<file path="src/logic/gsw_defs.svh">
// Notes on behaviour
// (RQ1) Motor swap with compensation on raises warning
// (RQ2) Reset, disable or suppress clears the warning
// (RQ3) Detect digit 0 detects; applied on restart
// (RQ4) Type digit 0 manual, 2 automatic, immediate
// (RQ5) Host never writes reserved type value 1
// (RQ6) Automatic only in position; manual in all
// (RQ7) Each bank holds seven values, swapped together
// (RQ8) Model following values never switch automatically
// (RQ9) Model following switches only stopped, no reference
// (RQ10) Select bit 0 bank 1, 1 bank 2
// (RQ11) Automatic mode selects bank from internal conditions
// (RQ12) Condition A: wait then ramp, times per direction
// (RQ13) Condition code table; even/odd outside position
// (RQ14) Wait out delay, then ramp gains linearly
// (RQ15) Manual change applied in the receiving cycle
`ifndef GSW_DEFS_SVH
`define GSW_DEFS_SVH
`define GSW_CLK_NS          40
`define GSW_UNIT_NS         1000000
`define GSW_FRAC_BITS       10
`define GSW_FRAC_ONE        11'h400
// ----------------------------------------------------------------
// Register offsets
// ----------------------------------------------------------------
`define GSW_A_GSEL          8'h00
`define GSW_A_RIPPLE        8'h04
`define GSW_A_WAIT1         8'h08
`define GSW_A_WAIT2         8'h0c
`define GSW_A_RAMP1         8'h10
`define GSW_A_RAMP2         8'h14
`define GSW_A_CTRL          8'h18
`define GSW_A_STATUS        8'h1c
`define GSW_A_MASK          8'h20
`define GSW_A_STATE         8'h24
`define GSW_A_BANK1         8'h40
`define GSW_A_BANK2         8'h60
// ----------------------------------------------------------------
// Field values
// ----------------------------------------------------------------
`define GSW_TYPE_AUTO1      4'h2
`define GSW_MODE_POSITION   2'h0
`define GSW_CTRL_RESTART    0
`define GSW_CTRL_COMP_RST   1
`define GSW_ST_WARN         0
`define GSW_ST_SWITCHED     1
`define GSW_MF_GAIN         4
`define GSW_MF_CORR         5
// ----------------------------------------------------------------
// Reset values
// ----------------------------------------------------------------
`define GSW_DEF_GSEL        8'h00
`define GSW_DEF_RIPPLE      12'h000
`define GSW_DEF_TIME        16'h0000
`define GSW_DEF_BANK1       {16'h0064, 16'h03e8, 16'h01f4, 16'h0064, 16'h0190, 16'h07d0, 16'h0190}
`define GSW_DEF_BANK2       {16'h0064, 16'h03e8, 16'h01f4, 16'h0064, 16'h0190, 16'h07d0, 16'h0190}
`endif

</file>
<file path="src/logic/gsw_pkg.sv">
package gsw_pkg;
   typedef logic [6:0][15:0] gain_set_t;
   typedef enum logic [2:0] {
      ST_HOLD = 3'b001,
      ST_WAIT = 3'b010,
      ST_RAMP = 3'b100
   } sw_state_t;
   typedef struct packed {
      logic [11:0] param_r;
      logic        act_en_r;
      logic        act_det_r;
      logic        warn_r;
   } ripple_state_t;
   typedef struct packed {
      logic [7:0]     gsel_r;
      logic [11:0]    ripple_r;
      logic [15:0]    wait1_r;
      logic [15:0]    wait2_r;
      logic [15:0]    ramp1_r;
      logic [15:0]    ramp2_r;
      logic [1:0]     status_r;
      logic [1:0]     mask_r;
      gain_set_t      bank1_r;
      gain_set_t      bank2_r;
      gain_set_t      gains_r;
      logic           sel_r;
      logic           mf_bank_r;
      sw_state_t      state_r;
      logic [15:0]    cnt_r;
      logic [15:0]    div_r;
      logic [31:0]    rdata_r;
   } gsw_state_t;
endpackage

</file>
<file path="src/logic/gain_ramp_if.sv">
`timescale 1ns/1ps
interface gain_ramp_if;
   import gsw_pkg::*;
   gain_set_t   from_v;
   gain_set_t   to_v;
   gain_set_t   mix_v;
   logic [10:0] frac;
   modport ctrl (output from_v, output to_v, output frac, input mix_v);
   modport ramp (input from_v, input to_v, input frac, output mix_v);
endinterface

</file>
<file path="src/logic/gain_ramp.sv">
`timescale 1ns/1ps
`include "gsw_defs.svh"
module gain_ramp (
   // Ramp operands
   gain_ramp_if.ramp rif
);
   import gsw_pkg::*;
   genvar i;
   generate
      for (i = 0; i < 7; i++) begin : g_mix
         logic signed [16:0] diff;
         logic signed [28:0] prod;
         logic signed [17:0] sum;
         assign diff = $signed({1'b0, rif.to_v[i]}) - $signed({1'b0, rif.from_v[i]});
         assign prod = diff * $signed({1'b0, rif.frac});  // see (RQ14)
         assign sum  = $signed({2'b00, rif.from_v[i]}) + 18'(prod >>> `GSW_FRAC_BITS);
         assign rif.mix_v[i] = sum[15:0];
      end
   endgenerate
endmodule // gain_ramp

</file>
<file path="src/logic/ripple_warn.sv">
`timescale 1ns/1ps
`include "gsw_defs.svh"
module ripple_warn (
   // Clock and reset
   input  wire logic        clk_in,
   input  wire logic        srst_in,
   // Events
   input  wire logic        motor_replaced_in,
   input  wire logic        comp_reset_in,
   input  wire logic        restart_in,
   input  wire logic        param_wr_in,
   input  wire logic [11:0] param_in,
   // Warning
   output logic             warn_out,
   output logic             warn_set_out
);
   import gsw_pkg::*;
   ripple_state_t s_r;
   ripple_state_t s_nxt;
   logic          set_w;
   logic          clr_w;

   always_comb begin
      s_nxt = s_r;
      if (param_wr_in) begin
         s_nxt.param_r = param_in;
      end
      // Setup digits only arm detection after a restart
      if (restart_in) begin
         s_nxt.act_en_r  = s_nxt.param_r[0];   // see (RQ3)
         s_nxt.act_det_r = ~s_nxt.param_r[4];  // see (RQ3)
      end
      set_w = motor_replaced_in & s_r.act_en_r & s_r.act_det_r;  // see (RQ1)
      clr_w = comp_reset_in | (param_wr_in & (param_in[3:0] == 4'h0 | param_in[7:4] == 4'h1));  // see (RQ2)
      // A swap seen in the clearing cycle still raises the warning
      if (clr_w) begin
         s_nxt.warn_r = 1'b0;
      end
      if (set_w) begin
         s_nxt.warn_r = 1'b1;
      end
   end

   always_ff @(posedge clk_in) begin
      if (srst_in) begin
         s_r <= '{param_r: `GSW_DEF_RIPPLE, act_en_r: 1'b0, act_det_r: 1'b1, warn_r: 1'b0};
      end else begin
         s_r <= s_nxt;
      end
   end

   assign warn_out     = s_r.warn_r;
   assign warn_set_out = set_w;
endmodule // ripple_warn

</file>
<file path="src/logic/servo_gain_set_switching.sv">
// Chosen here: the strobed register port and the address map.
`timescale 1ns/1ps
`include "gsw_defs.svh"
module servo_gain_set_switching #(
   parameter int CYC_PER_UNIT = `GSW_UNIT_NS / `GSW_CLK_NS
) (
   // Clock and reset
   input  wire logic         clk_in,
   input  wire logic         srst_in,
   // Register port
   input  wire logic [7:0]   addr_in,
   input  wire logic [31:0]  wdata_in,
   input  wire logic         wr_in,
   input  wire logic         rd_in,
   output logic [31:0]       rdata_out,
   // Servo command and control loop status
   input  wire logic         gain_bank_select_in,
   input  wire logic [1:0]   control_mode_in,
   input  wire logic         positioning_done_in,
   input  wire logic         near_in,
   input  wire logic         ref_filter_zero_in,
   input  wire logic         ref_input_on_in,
   input  wire logic         motor_stopped_in,
   input  wire logic         motor_replaced_in,
   // Active gains and status
   output gsw_pkg::gain_set_t gains_out,
   output logic              active_bank_out,
   output logic              ripple_warn_out,
   output logic              irq_out
);
   import gsw_pkg::*;

   // ----------------------------------------------------------------
   // Helpers
   // ----------------------------------------------------------------
   function automatic logic cond_a(input logic [3:0] code, input logic positioning_done_signal, input logic nr,
                                   input logic fz, input logic ron);
      case (code)
         4'h0:    cond_a = positioning_done_signal;        // see (RQ13)
         4'h1:    cond_a = ~positioning_done_signal;
         4'h2:    cond_a = nr;
         4'h3:    cond_a = ~nr;
         4'h4:    cond_a = fz & ~ron;
         4'h5:    cond_a = ron;
         default: cond_a = 1'b0;
      endcase
   endfunction

   function automatic logic is_addr(input logic [7:0] a, input logic [7:0] base);
      is_addr = (a == base);
   endfunction

   function automatic logic in_bank(input logic [7:0] a, input logic [7:0] base);
      in_bank = (a >= base) && (a < base + 8'h1c) && (a[1:0] == 2'b00);
   endfunction

   // ----------------------------------------------------------------
   // State
   // ----------------------------------------------------------------
   gsw_state_t   s_r;
   gsw_state_t   s_nxt;
   gain_ramp_if  rif ();
   logic         warn_w;
   logic         warn_set_w;
   logic         restart_w;
   logic         comp_rst_w;
   logic         ripple_wr_w;
   logic         tick_w;
   logic         auto_w;
   logic         cond_w;
   logic         target_w;
   logic         switched_w;
   logic [15:0]  wait_w;
   logic [15:0]  ramp_w;
   logic [25:0]  quot_w;
   logic [2:0]   bidx_w;
   logic [31:0]  rd_w;
   logic [1:0]   status_clr_w;

   assign restart_w   = wr_in & is_addr(addr_in, `GSW_A_CTRL) & wdata_in[`GSW_CTRL_RESTART];
   assign comp_rst_w  = wr_in & is_addr(addr_in, `GSW_A_CTRL) & wdata_in[`GSW_CTRL_COMP_RST];
   assign ripple_wr_w = wr_in & is_addr(addr_in, `GSW_A_RIPPLE);

   ripple_warn u_ripple (
      .clk_in            (clk_in),
      .srst_in           (srst_in),
      .motor_replaced_in (motor_replaced_in),
      .comp_reset_in     (comp_rst_w),
      .restart_in        (restart_w),
      .param_wr_in       (ripple_wr_w),
      .param_in          (wdata_in[11:0]),
      .warn_out          (warn_w),
      .warn_set_out      (warn_set_w)
   );

   gain_ramp u_ramp (
      .rif (rif.ramp)
   );

   // ----------------------------------------------------------------
   // Interpolation operands
   // ----------------------------------------------------------------
   // One shared divider: every value shares the same ramp fraction
   assign wait_w = s_r.sel_r ? s_r.wait2_r : s_r.wait1_r;   // see (RQ12)
   assign ramp_w = s_r.sel_r ? s_r.ramp2_r : s_r.ramp1_r;   // see (RQ12)
   assign quot_w = (ramp_w == 16'h0000) ? 26'(`GSW_FRAC_ONE) : ({s_r.cnt_r, 10'h000} / 26'(ramp_w));
   assign rif.frac   = (quot_w > 26'(`GSW_FRAC_ONE)) ? `GSW_FRAC_ONE : quot_w[10:0];
   assign rif.from_v = s_r.sel_r ? s_r.bank2_r : s_r.bank1_r;
   assign rif.to_v   = s_r.sel_r ? s_r.bank1_r : s_r.bank2_r;

   assign tick_w = (s_r.div_r == 16'(CYC_PER_UNIT - 1));
   assign auto_w = (s_r.gsel_r[3:0] == `GSW_TYPE_AUTO1);   // see (RQ4)
   assign cond_w = cond_a(s_r.gsel_r[7:4], positioning_done_in, near_in, ref_filter_zero_in, ref_input_on_in);
   assign target_w = cond_w;   // see (RQ11)
   assign bidx_w = 3'((addr_in[4:0]) >> 2);

   // ----------------------------------------------------------------
   // Register read
   // ----------------------------------------------------------------
   always_comb begin
      rd_w = 32'h0000_0000;
      if (is_addr(addr_in, `GSW_A_GSEL)) begin
         rd_w = {24'h00_0000, s_r.gsel_r};
      end else if (is_addr(addr_in, `GSW_A_RIPPLE)) begin
         rd_w = {20'h0_0000, s_r.ripple_r};
      end else if (is_addr(addr_in, `GSW_A_WAIT1)) begin
         rd_w = {16'h0000, s_r.wait1_r};
      end else if (is_addr(addr_in, `GSW_A_WAIT2)) begin
         rd_w = {16'h0000, s_r.wait2_r};
      end else if (is_addr(addr_in, `GSW_A_RAMP1)) begin
         rd_w = {16'h0000, s_r.ramp1_r};
      end else if (is_addr(addr_in, `GSW_A_RAMP2)) begin
         rd_w = {16'h0000, s_r.ramp2_r};
      end else if (is_addr(addr_in, `GSW_A_STATUS)) begin
         rd_w = {30'h0000_0000, s_r.status_r};
      end else if (is_addr(addr_in, `GSW_A_MASK)) begin
         rd_w = {30'h0000_0000, s_r.mask_r};
      end else if (is_addr(addr_in, `GSW_A_STATE)) begin
         rd_w = {26'h000_0000, s_r.state_r, warn_w, s_r.mf_bank_r, s_r.sel_r};
      end else if (in_bank(addr_in, `GSW_A_BANK1)) begin
         rd_w = {16'h0000, s_r.bank1_r[bidx_w]};
      end else if (in_bank(addr_in, `GSW_A_BANK2)) begin
         rd_w = {16'h0000, s_r.bank2_r[bidx_w]};
      end
   end

   // ----------------------------------------------------------------
   // Next state
   // ----------------------------------------------------------------
   always_comb begin
      s_nxt = s_r;
      switched_w = 1'b0;
      s_nxt.rdata_r = rd_in ? rd_w : 32'h0000_0000;

      if (wr_in) begin
         if (is_addr(addr_in, `GSW_A_GSEL)) begin
            s_nxt.gsel_r = wdata_in[7:0];
         end
         if (ripple_wr_w) begin
            s_nxt.ripple_r = wdata_in[11:0];
         end
         if (is_addr(addr_in, `GSW_A_WAIT1)) begin
            s_nxt.wait1_r = wdata_in[15:0];
         end
         if (is_addr(addr_in, `GSW_A_WAIT2)) begin
            s_nxt.wait2_r = wdata_in[15:0];
         end
         if (is_addr(addr_in, `GSW_A_RAMP1)) begin
            s_nxt.ramp1_r = wdata_in[15:0];
         end
         if (is_addr(addr_in, `GSW_A_RAMP2)) begin
            s_nxt.ramp2_r = wdata_in[15:0];
         end
         if (is_addr(addr_in, `GSW_A_MASK)) begin
            s_nxt.mask_r = wdata_in[1:0];
         end
         if (in_bank(addr_in, `GSW_A_BANK1)) begin
            s_nxt.bank1_r[bidx_w] = wdata_in[15:0];   // see (RQ7)
         end
         if (in_bank(addr_in, `GSW_A_BANK2)) begin
            s_nxt.bank2_r[bidx_w] = wdata_in[15:0];   // see (RQ7)
         end
      end

      // Unit divider runs free so a wait starts within one unit
      s_nxt.div_r = tick_w ? 16'h0000 : s_r.div_r + 16'h0001;

      if (!auto_w) begin
         // Manual: selection bit applied in the same cycle it arrives
         s_nxt.state_r = ST_HOLD;
         s_nxt.cnt_r   = 16'h0000;
         s_nxt.sel_r   = gain_bank_select_in;   // see (RQ10) see (RQ15) see (RQ6)
         if (!ref_input_on_in && motor_stopped_in) begin
            s_nxt.mf_bank_r = gain_bank_select_in;   // see (RQ9)
         end
      end else if (control_mode_in != `GSW_MODE_POSITION) begin
         s_nxt.state_r = ST_HOLD;
         s_nxt.cnt_r   = 16'h0000;
         s_nxt.sel_r   = s_r.gsel_r[4];   // see (RQ13) see (RQ6)
      end else begin
         case (s_r.state_r)
            ST_HOLD: begin
               if (target_w != s_r.sel_r) begin
                  s_nxt.state_r = ST_WAIT;
                  s_nxt.cnt_r   = 16'h0000;
               end
            end
            ST_WAIT: begin
               if (target_w == s_r.sel_r) begin
                  s_nxt.state_r = ST_HOLD;
               end else if (s_r.cnt_r >= wait_w) begin
                  s_nxt.state_r = ST_RAMP;   // see (RQ14)
                  s_nxt.cnt_r   = 16'h0000;
               end else if (tick_w) begin
                  s_nxt.cnt_r = s_r.cnt_r + 16'h0001;
               end
            end
            ST_RAMP: begin
               // A ramp once begun runs to its end unless the mode leaves automatic position control
               if (s_r.cnt_r >= ramp_w) begin
                  s_nxt.state_r = ST_HOLD;
                  s_nxt.sel_r   = ~s_r.sel_r;   // see (RQ12)
                  s_nxt.cnt_r   = 16'h0000;
                  switched_w    = 1'b1;
               end else if (tick_w) begin
                  s_nxt.cnt_r = s_r.cnt_r + 16'h0001;
               end
            end
            default: begin
               s_nxt.state_r = ST_HOLD;
               s_nxt.cnt_r   = 16'h0000;
            end
         endcase
      end

      // Active gains
      for (int i = 0; i < 7; i++) begin
         if (i == `GSW_MF_GAIN || i == `GSW_MF_CORR) begin
            s_nxt.gains_r[i] = s_nxt.mf_bank_r ? s_nxt.bank2_r[i] : s_nxt.bank1_r[i];   // see (RQ8)
         end else if (s_r.state_r == ST_RAMP && s_nxt.state_r == ST_RAMP) begin
            s_nxt.gains_r[i] = rif.mix_v[i];   // see (RQ14)
         end else begin
            s_nxt.gains_r[i] = s_nxt.sel_r ? s_nxt.bank2_r[i] : s_nxt.bank1_r[i];   // see (RQ7)
         end
      end

      // Status: read clears, a new event in the same cycle wins
      status_clr_w = (rd_in && is_addr(addr_in, `GSW_A_STATUS)) ? 2'b11 : 2'b00;
      s_nxt.status_r = (s_r.status_r & ~status_clr_w) | {switched_w, warn_set_w};
   end

   always_ff @(posedge clk_in) begin
      if (srst_in) begin
         s_r <= '{gsel_r: `GSW_DEF_GSEL, ripple_r: `GSW_DEF_RIPPLE, wait1_r: `GSW_DEF_TIME,
                  wait2_r: `GSW_DEF_TIME, ramp1_r: `GSW_DEF_TIME, ramp2_r: `GSW_DEF_TIME,
                  status_r: 2'b00, mask_r: 2'b00, bank1_r: `GSW_DEF_BANK1, bank2_r: `GSW_DEF_BANK2,
                  gains_r: `GSW_DEF_BANK1, sel_r: 1'b0, mf_bank_r: 1'b0, state_r: ST_HOLD,
                  cnt_r: 16'h0000, div_r: 16'h0000, rdata_r: 32'h0000_0000};
      end else begin
         s_r <= s_nxt;
      end
   end

   // ----------------------------------------------------------------
   // Outputs
   // ----------------------------------------------------------------
   assign rdata_out       = s_r.rdata_r;
   assign gains_out       = s_r.gains_r;
   assign active_bank_out = s_r.sel_r;
   assign ripple_warn_out = warn_w;
   assign irq_out         = |(s_r.status_r & s_r.mask_r);
endmodule // servo_gain_set_switching

</file>
<file path="config.mk">
export PLATFORM = sky130hd
export DESIGN_NAME = servo_gain_set_switching
export DESIGN_NICKNAME = d
export VERILOG_FILES = /design/src/logic/gsw_pkg.sv /design/src/logic/gain_ramp_if.sv /design/src/logic/gain_ramp.sv /design/src/logic/ripple_warn.sv /design/src/logic/servo_gain_set_switching.sv
export VERILOG_INCLUDE_DIRS = /design/src /design/src/logic
export SDC_FILE = /design/constraint.sdc
export NUM_CORES = 2
export LEC_CHECK = 0
export ABC_AREA = 1
export BUFFER_PORTS_ARGS = -buffer_cell sky130_fd_sc_hd__buf_2
export CAP_MARGIN = 20
export CORE_UTILIZATION = 65
export CTS_BUF_LIST = sky130_fd_sc_hd__clkbuf_8
export DETAILED_ROUTE_END_ITERATION = 10
export PLACE_DENSITY_LB_ADDON = 0.05
export SYNTH_ARGS = -nofsm -noshare
export SYNTH_HDL_FRONTEND = slang
export SYNTH_SLANG_ARGS = --single-unit
</file>
<file path="constraint.sdc">
create_clock -name clk_in -period 104.5 [get_ports clk_in]
set_clock_uncertainty 0.1 [all_clocks]
set_input_delay 5.225 -clock clk_in [delete_from_list [all_inputs] [get_ports clk_in]]
set_output_delay 5.225 -clock clk_in [all_outputs]
set_load 0.1 [all_outputs]
</file>
Word-level counts from Yosys, hierarchy flattened
Index checks and enable logic that the tools add are counted.
Word-level totals
  register bits: 501
  input bits: 53
  output and inout port bits: 147
  word-level logic and storage cells: 213
Operators by class
  $add $sub $neg: 12
  multipliers: 5
  divide/modulo/power cells: 1
  $lt $le $gt $ge: 9
  eq/ne operators: 25
  muxes and demuxes: 66
  bitwise logic cells: 21
  reduce and logical (&&, ||, !) cells: 31
Operators with widths (number)
  $mux W16: 30
  $mux W112: 4
  $bwmux W112: 2
  $mux W224: 1
  $mul A17 B12 Y26: 5
  $bmux W16 S3: 2
  $sub A16 B16 Y17: 5
  $add A16 B16 Y16: 5
  $mux W19: 3
  $pmux W19 S3: 1
  $demux W16 S3: 1
  $add A16 B1 Y16 const B: 2
  $eq A8 B5 Y1 const B: 4
  $ge A16 B16 Y1: 2
  $div A26 B16 Y26: 1
  $gt A26 B11 Y1 const B: 1
  $mux W26: 1
  $eq A16 B15 Y1 const B: 1
  $eq A8 B4 Y1 const B: 2
  $eq A8 B6 Y1 const B: 2
  $ge A8 B7 Y1 const B: 2
  $logic_not A16 Y1: 1
  $lt A8 B7 Y1 const B: 2
  $reduce_and A2 Y1: 8
  36 further kinds: 82

Depth between registers and ports, before layout
  depth after elaboration: 14
  mapped depth: 461

By module
A second synthesis with hierarchy kept.
Second synthesis, totals
  cells, all modules: 14120
  area total of the unflattened synthesis: 97190.7 um^2
Modules (own cells, without submodules)
  gain_ramp: times used 1, cells each 7294, area each 54324.6 um^2
  servo_gain_set_switching: times used 1, cells each 6790, area each 42639.6 um^2
  ripple_warn: times used 1, cells each 36, area each 226.5 um^2

Worst setup path before layout
No wires, ideal clock.
  path kind: register to register
  start: reg s_r, in the netlist active_bank_out
  end: reg s_r, in the netlist gains_out[111]
  library setup time: 0.066 ns
  arrival time: 55.137 ns
  data required time: 104.334 ns
  setup slack: 49.197 ns
  cell stages (with the launch flop): 429
  path buffers: 35
  cell sequence: dfxtp_1 > buf_6 > inv_12 > buf_12 > buf_6 > nand2_1 > nand2_1 > clkbuf_8 > inv_1 > ha_1 > nand3_1 > nor2_1 > nand2_1 > nor2_1 > nand2_1 > nand3_1 > and2_1 > ha_1 > [... 393 more ...] > nand2_1 > a21oi_1 > o21bai_1 > a21oi_1 > o21bai_1 > nand3_1 > nand2_1 > a21oi_1 > nor2_1 > nor2_1 > xnor2_1 > xor2_1 > inv_1 > nand3_1 > nand3_1 > nand3_1 > nand3_2 > a21oi_2
On the way
  longest elaborated chain between the ends: 10
Ends and longest elaborated chain
  from (decl): RTL line servo_gain_set_switching.sv:60  | gsw_state_t s_r;
  from (signal assigned): RTL line servo_gain_set_switching.sv:254  | s_r <= '{gsel_r: `GSW_DEF_GSEL, ripple_r: `GSW_DEF_RIPPLE, wait1_r: `GSW_DEF_TIME,
  from (signal assigned): RTL line servo_gain_set_switching.sv:260  | s_r <= s_nxt;
  parallel branches: the longest is 9 deep, another holds $div A26 B16 Y26
  $mux W16 (*): RTL line servo_gain_set_switching.sv:240  | end else if (s_r.state_r == ST_RAMP && s_nxt.state_r == ST_RAMP) begin
Every way passes the cells marked *. The select of a mux whose other input is x is not followed.
A chain may end at the register's enable or synchronous reset.

Worst setup path in the final report
  start: reg s_r, in the netlist active_bank_out
  end: reg s_r, in the netlist gains_out[47]
The elaborated chain is that of the path after synthesis.

==> results.sh <==
export IMPL_via_per_inst=5.959
export IMPL_worst_slew_pin_transition_ns=1.379
export IMPL_ys_types=102
export IMPL_layout_drive_gt1_share_pct=7.368
export IMPL_core_area_mm2=0.1222
export IMPL_min_period_over_period_pct=65.25
export IMPL_initial_utilization_pct=65.79
export IMPL_synthesis_area_per_instance_um2=7.008
export IMPL_port_buffer_count=167
export IMPL_grt_antenna_before_repair=15
export IMPL_ys_async_sr_fraction_pct=0
export IMPL_finish_net_count=12870
export IMPL_area_growth_syn_to_layout_pct=2.753
export IMPL_cp_data_required_time_ns=104.99
export IMPL_grt_start_max_net_pins=102
export IMPL_post_cts_resized_instances=0
export IMPL_hold_violations=0
export IMPL_cts_tree="yes"
export IMPL_post_route_cell_area_mm2=0.08261
export IMPL_antenna_violating_nets_post_route=0
export IMPL_numCtsBuffers=75
export IMPL_ys_ff_latch=482
export IMPL_wire_per_inst_um=21.71
export IMPL_cts_reportedPaths_clkPinSlew_ns=0.07
export IMPL_worst_setup_ep_type="register"
export IMPL_critical_path_arrival_ns=68.68
export IMPL_via_count_of_the_first_global_routing_pass=74640
export IMPL_drt_total_wl_um=281700
export IMPL_gr_usage_all_layers_pct=44.43
export IMPL_worst_setup_sp_type="register"
export IMPL_die_area_mm2=0.1251
export IMPL_worst_path_max_fanout=54
export IMPL_insertion_delay_ns=0.74
export IMPL_cts_hold_fix_buffers=0
export IMPL_fp_dieW_um=353.7
export IMPL_clock_sinks=482
export IMPL_boundaryPins=200
export IMPL_outcome="finished, final reports clean"
export IMPL_relSlewSlack_pct=7.364
export IMPL_detailed_place_hpwl_um=219800
export IMPL_critical_path_top_cell_by_count="sky130_fd_sc_hd__nand2_1"
export IMPL_synthesis_instances=11470
export IMPL_setup_viol=0
export IMPL_detail_route_drc_violations=0
export IMPL_drtPass1Iterations=9
export IMPL_drt_initial_drc_count=8357
export IMPL_first_pass_grt_wire_length_um=427800
export IMPL_worstHoldPathType="register to register"
export IMPL_fp_row_count=128
export IMPL_critical_path_class="register to register"
export IMPL_maxClockFrequency_mhz=14.67
export IMPL_aggregate_negative_setup_slack_ns=0
export IMPL_layout_commonest_cell="sky130_fd_sc_hd__nand2_1"
export IMPL_synth_cell_area_mm2=0.08040
export IMPL_dpl_instance_area_mm2=0.08106
export IMPL_cts_buffer_depth=3
export IMPL_rsz_0062_raised_after_global_routing="false"
export IMPL_cp_max_stage_cell="sky130_fd_sc_hd__dfxtp_4"
export IMPL_gpl_wtd_cong=1.060
export IMPL_cts_root_buf="sky130_fd_sc_hd__clkbuf_8"
export IMPL_vias=77320
export IMPL_grt_overflow=0
export IMPL_post_cts_buffers=0
export IMPL_critical_path_max_stage_delay_ns=0.85
export IMPL_total_number_of_yosys_warnings=0
export IMPL_synth_seq_area_share_pct=12.00
export IMPL_ys_dominant_reg_cell="sky130_fd_sc_hd__dfxtp_1"
export IMPL_layout_filler_cells=10910
export IMPL_synth_enable_flop_cells=0
export IMPL_htreeDepth=3
export IMPL_layout_cells_most_common_list="sky130_fd_sc_hd__nand2_1, sky130_fd_sc_hd__inv_1, sky130_fd_sc_hd__o21ai_0"
export IMPL_floorplan_die_height_um=353.7
export IMPL_drv_max_cap_violation_count=0
export IMPL_period_minus_ws_final_ns=68.19
export IMPL_drv_slew=0
[stage by stage]
step	setup WS [ns]	utilization (%)	cells	hold slack [ns]
2_1_floorplan	49.20	-	11490	0.3176
6_report	36.31	67.61	12970	0.3508
3_5_place_dp	38.10	66.33	12840	0.3389
3_3_place_gp	39.26	66.33	12840	0.3269
4_1_cts	37.85	67.58	12970	0.3572
5_1_grt	30.46	67.60	12970	0.3664
[area by class of cell]
cell class                 count  area [um2]  area share [%]
antenna                        3       7.507        0.009087
clock buffer                  95        1308           1.583
clock inverter                36       215.2          0.2605
inverter                    2126        8049           9.743
multi-input combinational   8329       59660           72.22
sequential                   482        9653           11.68
tap                         1625        2033           2.461
timing repair buffer         278        1685           2.040
[routing by layer]
layer / up-vias / part of all wire (%) / track usage, %
li1: 35660 / - / -
met1: 36350 / 36 / 53.48
met2: 4253 / 43 / 68.64
met3: 1042 / 11 / 9.582
met4: 12 / 9.7 / 35.90
met5: - / 0.056 / 0.4906
[cells by family (layout without fill, tap and decap cells)]
group                    Yosys count  in the layout  synth area share [%]
AND/OR/NAND/NOR                 4174           4174                 22.50
other                              1             19              0.004664
multiplexers                      39             39                0.4855
adder cells (fa/ha/maj)         1520           1520                 30.99
AO/OA/AOI/OAI                   2100           2100                 14.84
buffers and inverters           2676           2535                 13.95
XOR/XNOR                         480            480                 5.229
flip-flops                       482            482                 12.00
[flip-flops by register name, summed over array words and instances, names as in the netlist]
name               cells
u_ripple.s_r           4
rdata_out             16
gains_out            112
s_r                  348
u_ripple.warn_out      1
active_bank_out        1
[critical path: cells and delay by family, from the launching register on]
family | cells | cell delay [ns]
buf+inv | 53 | 6.60
flops | 1 | 0.85
compound gates | 107 | 22.36
xor+xnor | 5 | 1.49
simple gates | 199 | 24.14
fa+ha+maj | 33 | 12.23
[cells in the mapped netlist (39+ instances only)]
| cell | number | area [um2] |
|---|---|---|
| sky130_fd_sc_hd__o21bai_1 | 92 | 690.7 |
| sky130_fd_sc_hd__or2_2 | 56 | 350.3 |
| sky130_fd_sc_hd__buf_2 | 46 | 230.2 |
| sky130_fd_sc_hd__nor2_1 | 825 | 3097 |
| sky130_fd_sc_hd__nand2_2 | 110 | 688.2 |
| sky130_fd_sc_hd__o22ai_1 | 82 | 513.0 |
| sky130_fd_sc_hd__nand2_1 | 2498 | 9376 |
| sky130_fd_sc_hd__fa_1 | 786 | 15740 |
| sky130_fd_sc_hd__nand3_1 | 302 | 1511 |
| sky130_fd_sc_hd__nand4_1 | 72 | 450.4 |
| sky130_fd_sc_hd__dfxtp_1 | 482 | 9649 |
| sky130_fd_sc_hd__mux2i_1 | 39 | 390.4 |
| sky130_fd_sc_hd__buf_4 | 153 | 1149 |
| sky130_fd_sc_hd__nor3_1 | 74 | 370.4 |
| sky130_fd_sc_hd__xor2_1 | 269 | 2356 |
| sky130_fd_sc_hd__a21oi_1 | 702 | 3513 |
| sky130_fd_sc_hd__clkbuf_1 | 278 | 1044 |
| sky130_fd_sc_hd__xnor2_1 | 211 | 1848 |
| sky130_fd_sc_hd__clkinv_1 | 50 | 187.7 |
| sky130_fd_sc_hd__ha_1 | 734 | 9184 |
| sky130_fd_sc_hd__o21ai_0 | 859 | 4299 |
| sky130_fd_sc_hd__inv_1 | 2026 | 7605 |
| sky130_fd_sc_hd__nand2_4 | 47 | 529.3 |
| sky130_fd_sc_hd__nand3_2 | 58 | 580.6 |
[worst paths after layout]
kind,end,startpoint,slack (ns),depth (start not counted)
setup / recovery,gains_out[47]$_SDFF_PP0_,active_bank_out$_SDFF_PP0_,36.31,397
hold / removal,s_r[32]$_SDFF_PP0_,s_r[32]$_SDFF_PP0_,0.35,1
setup reg to reg,gains_out[47]$_SDFF_PP0_,active_bank_out$_SDFF_PP0_,36.31,397
hold reg to reg,s_r[32]$_SDFF_PP0_,s_r[32]$_SDFF_PP0_,0.35,1
Power is not shown: default switching activity piles up to over one toggle a cycle in this logic, so the estimate is an artifact.
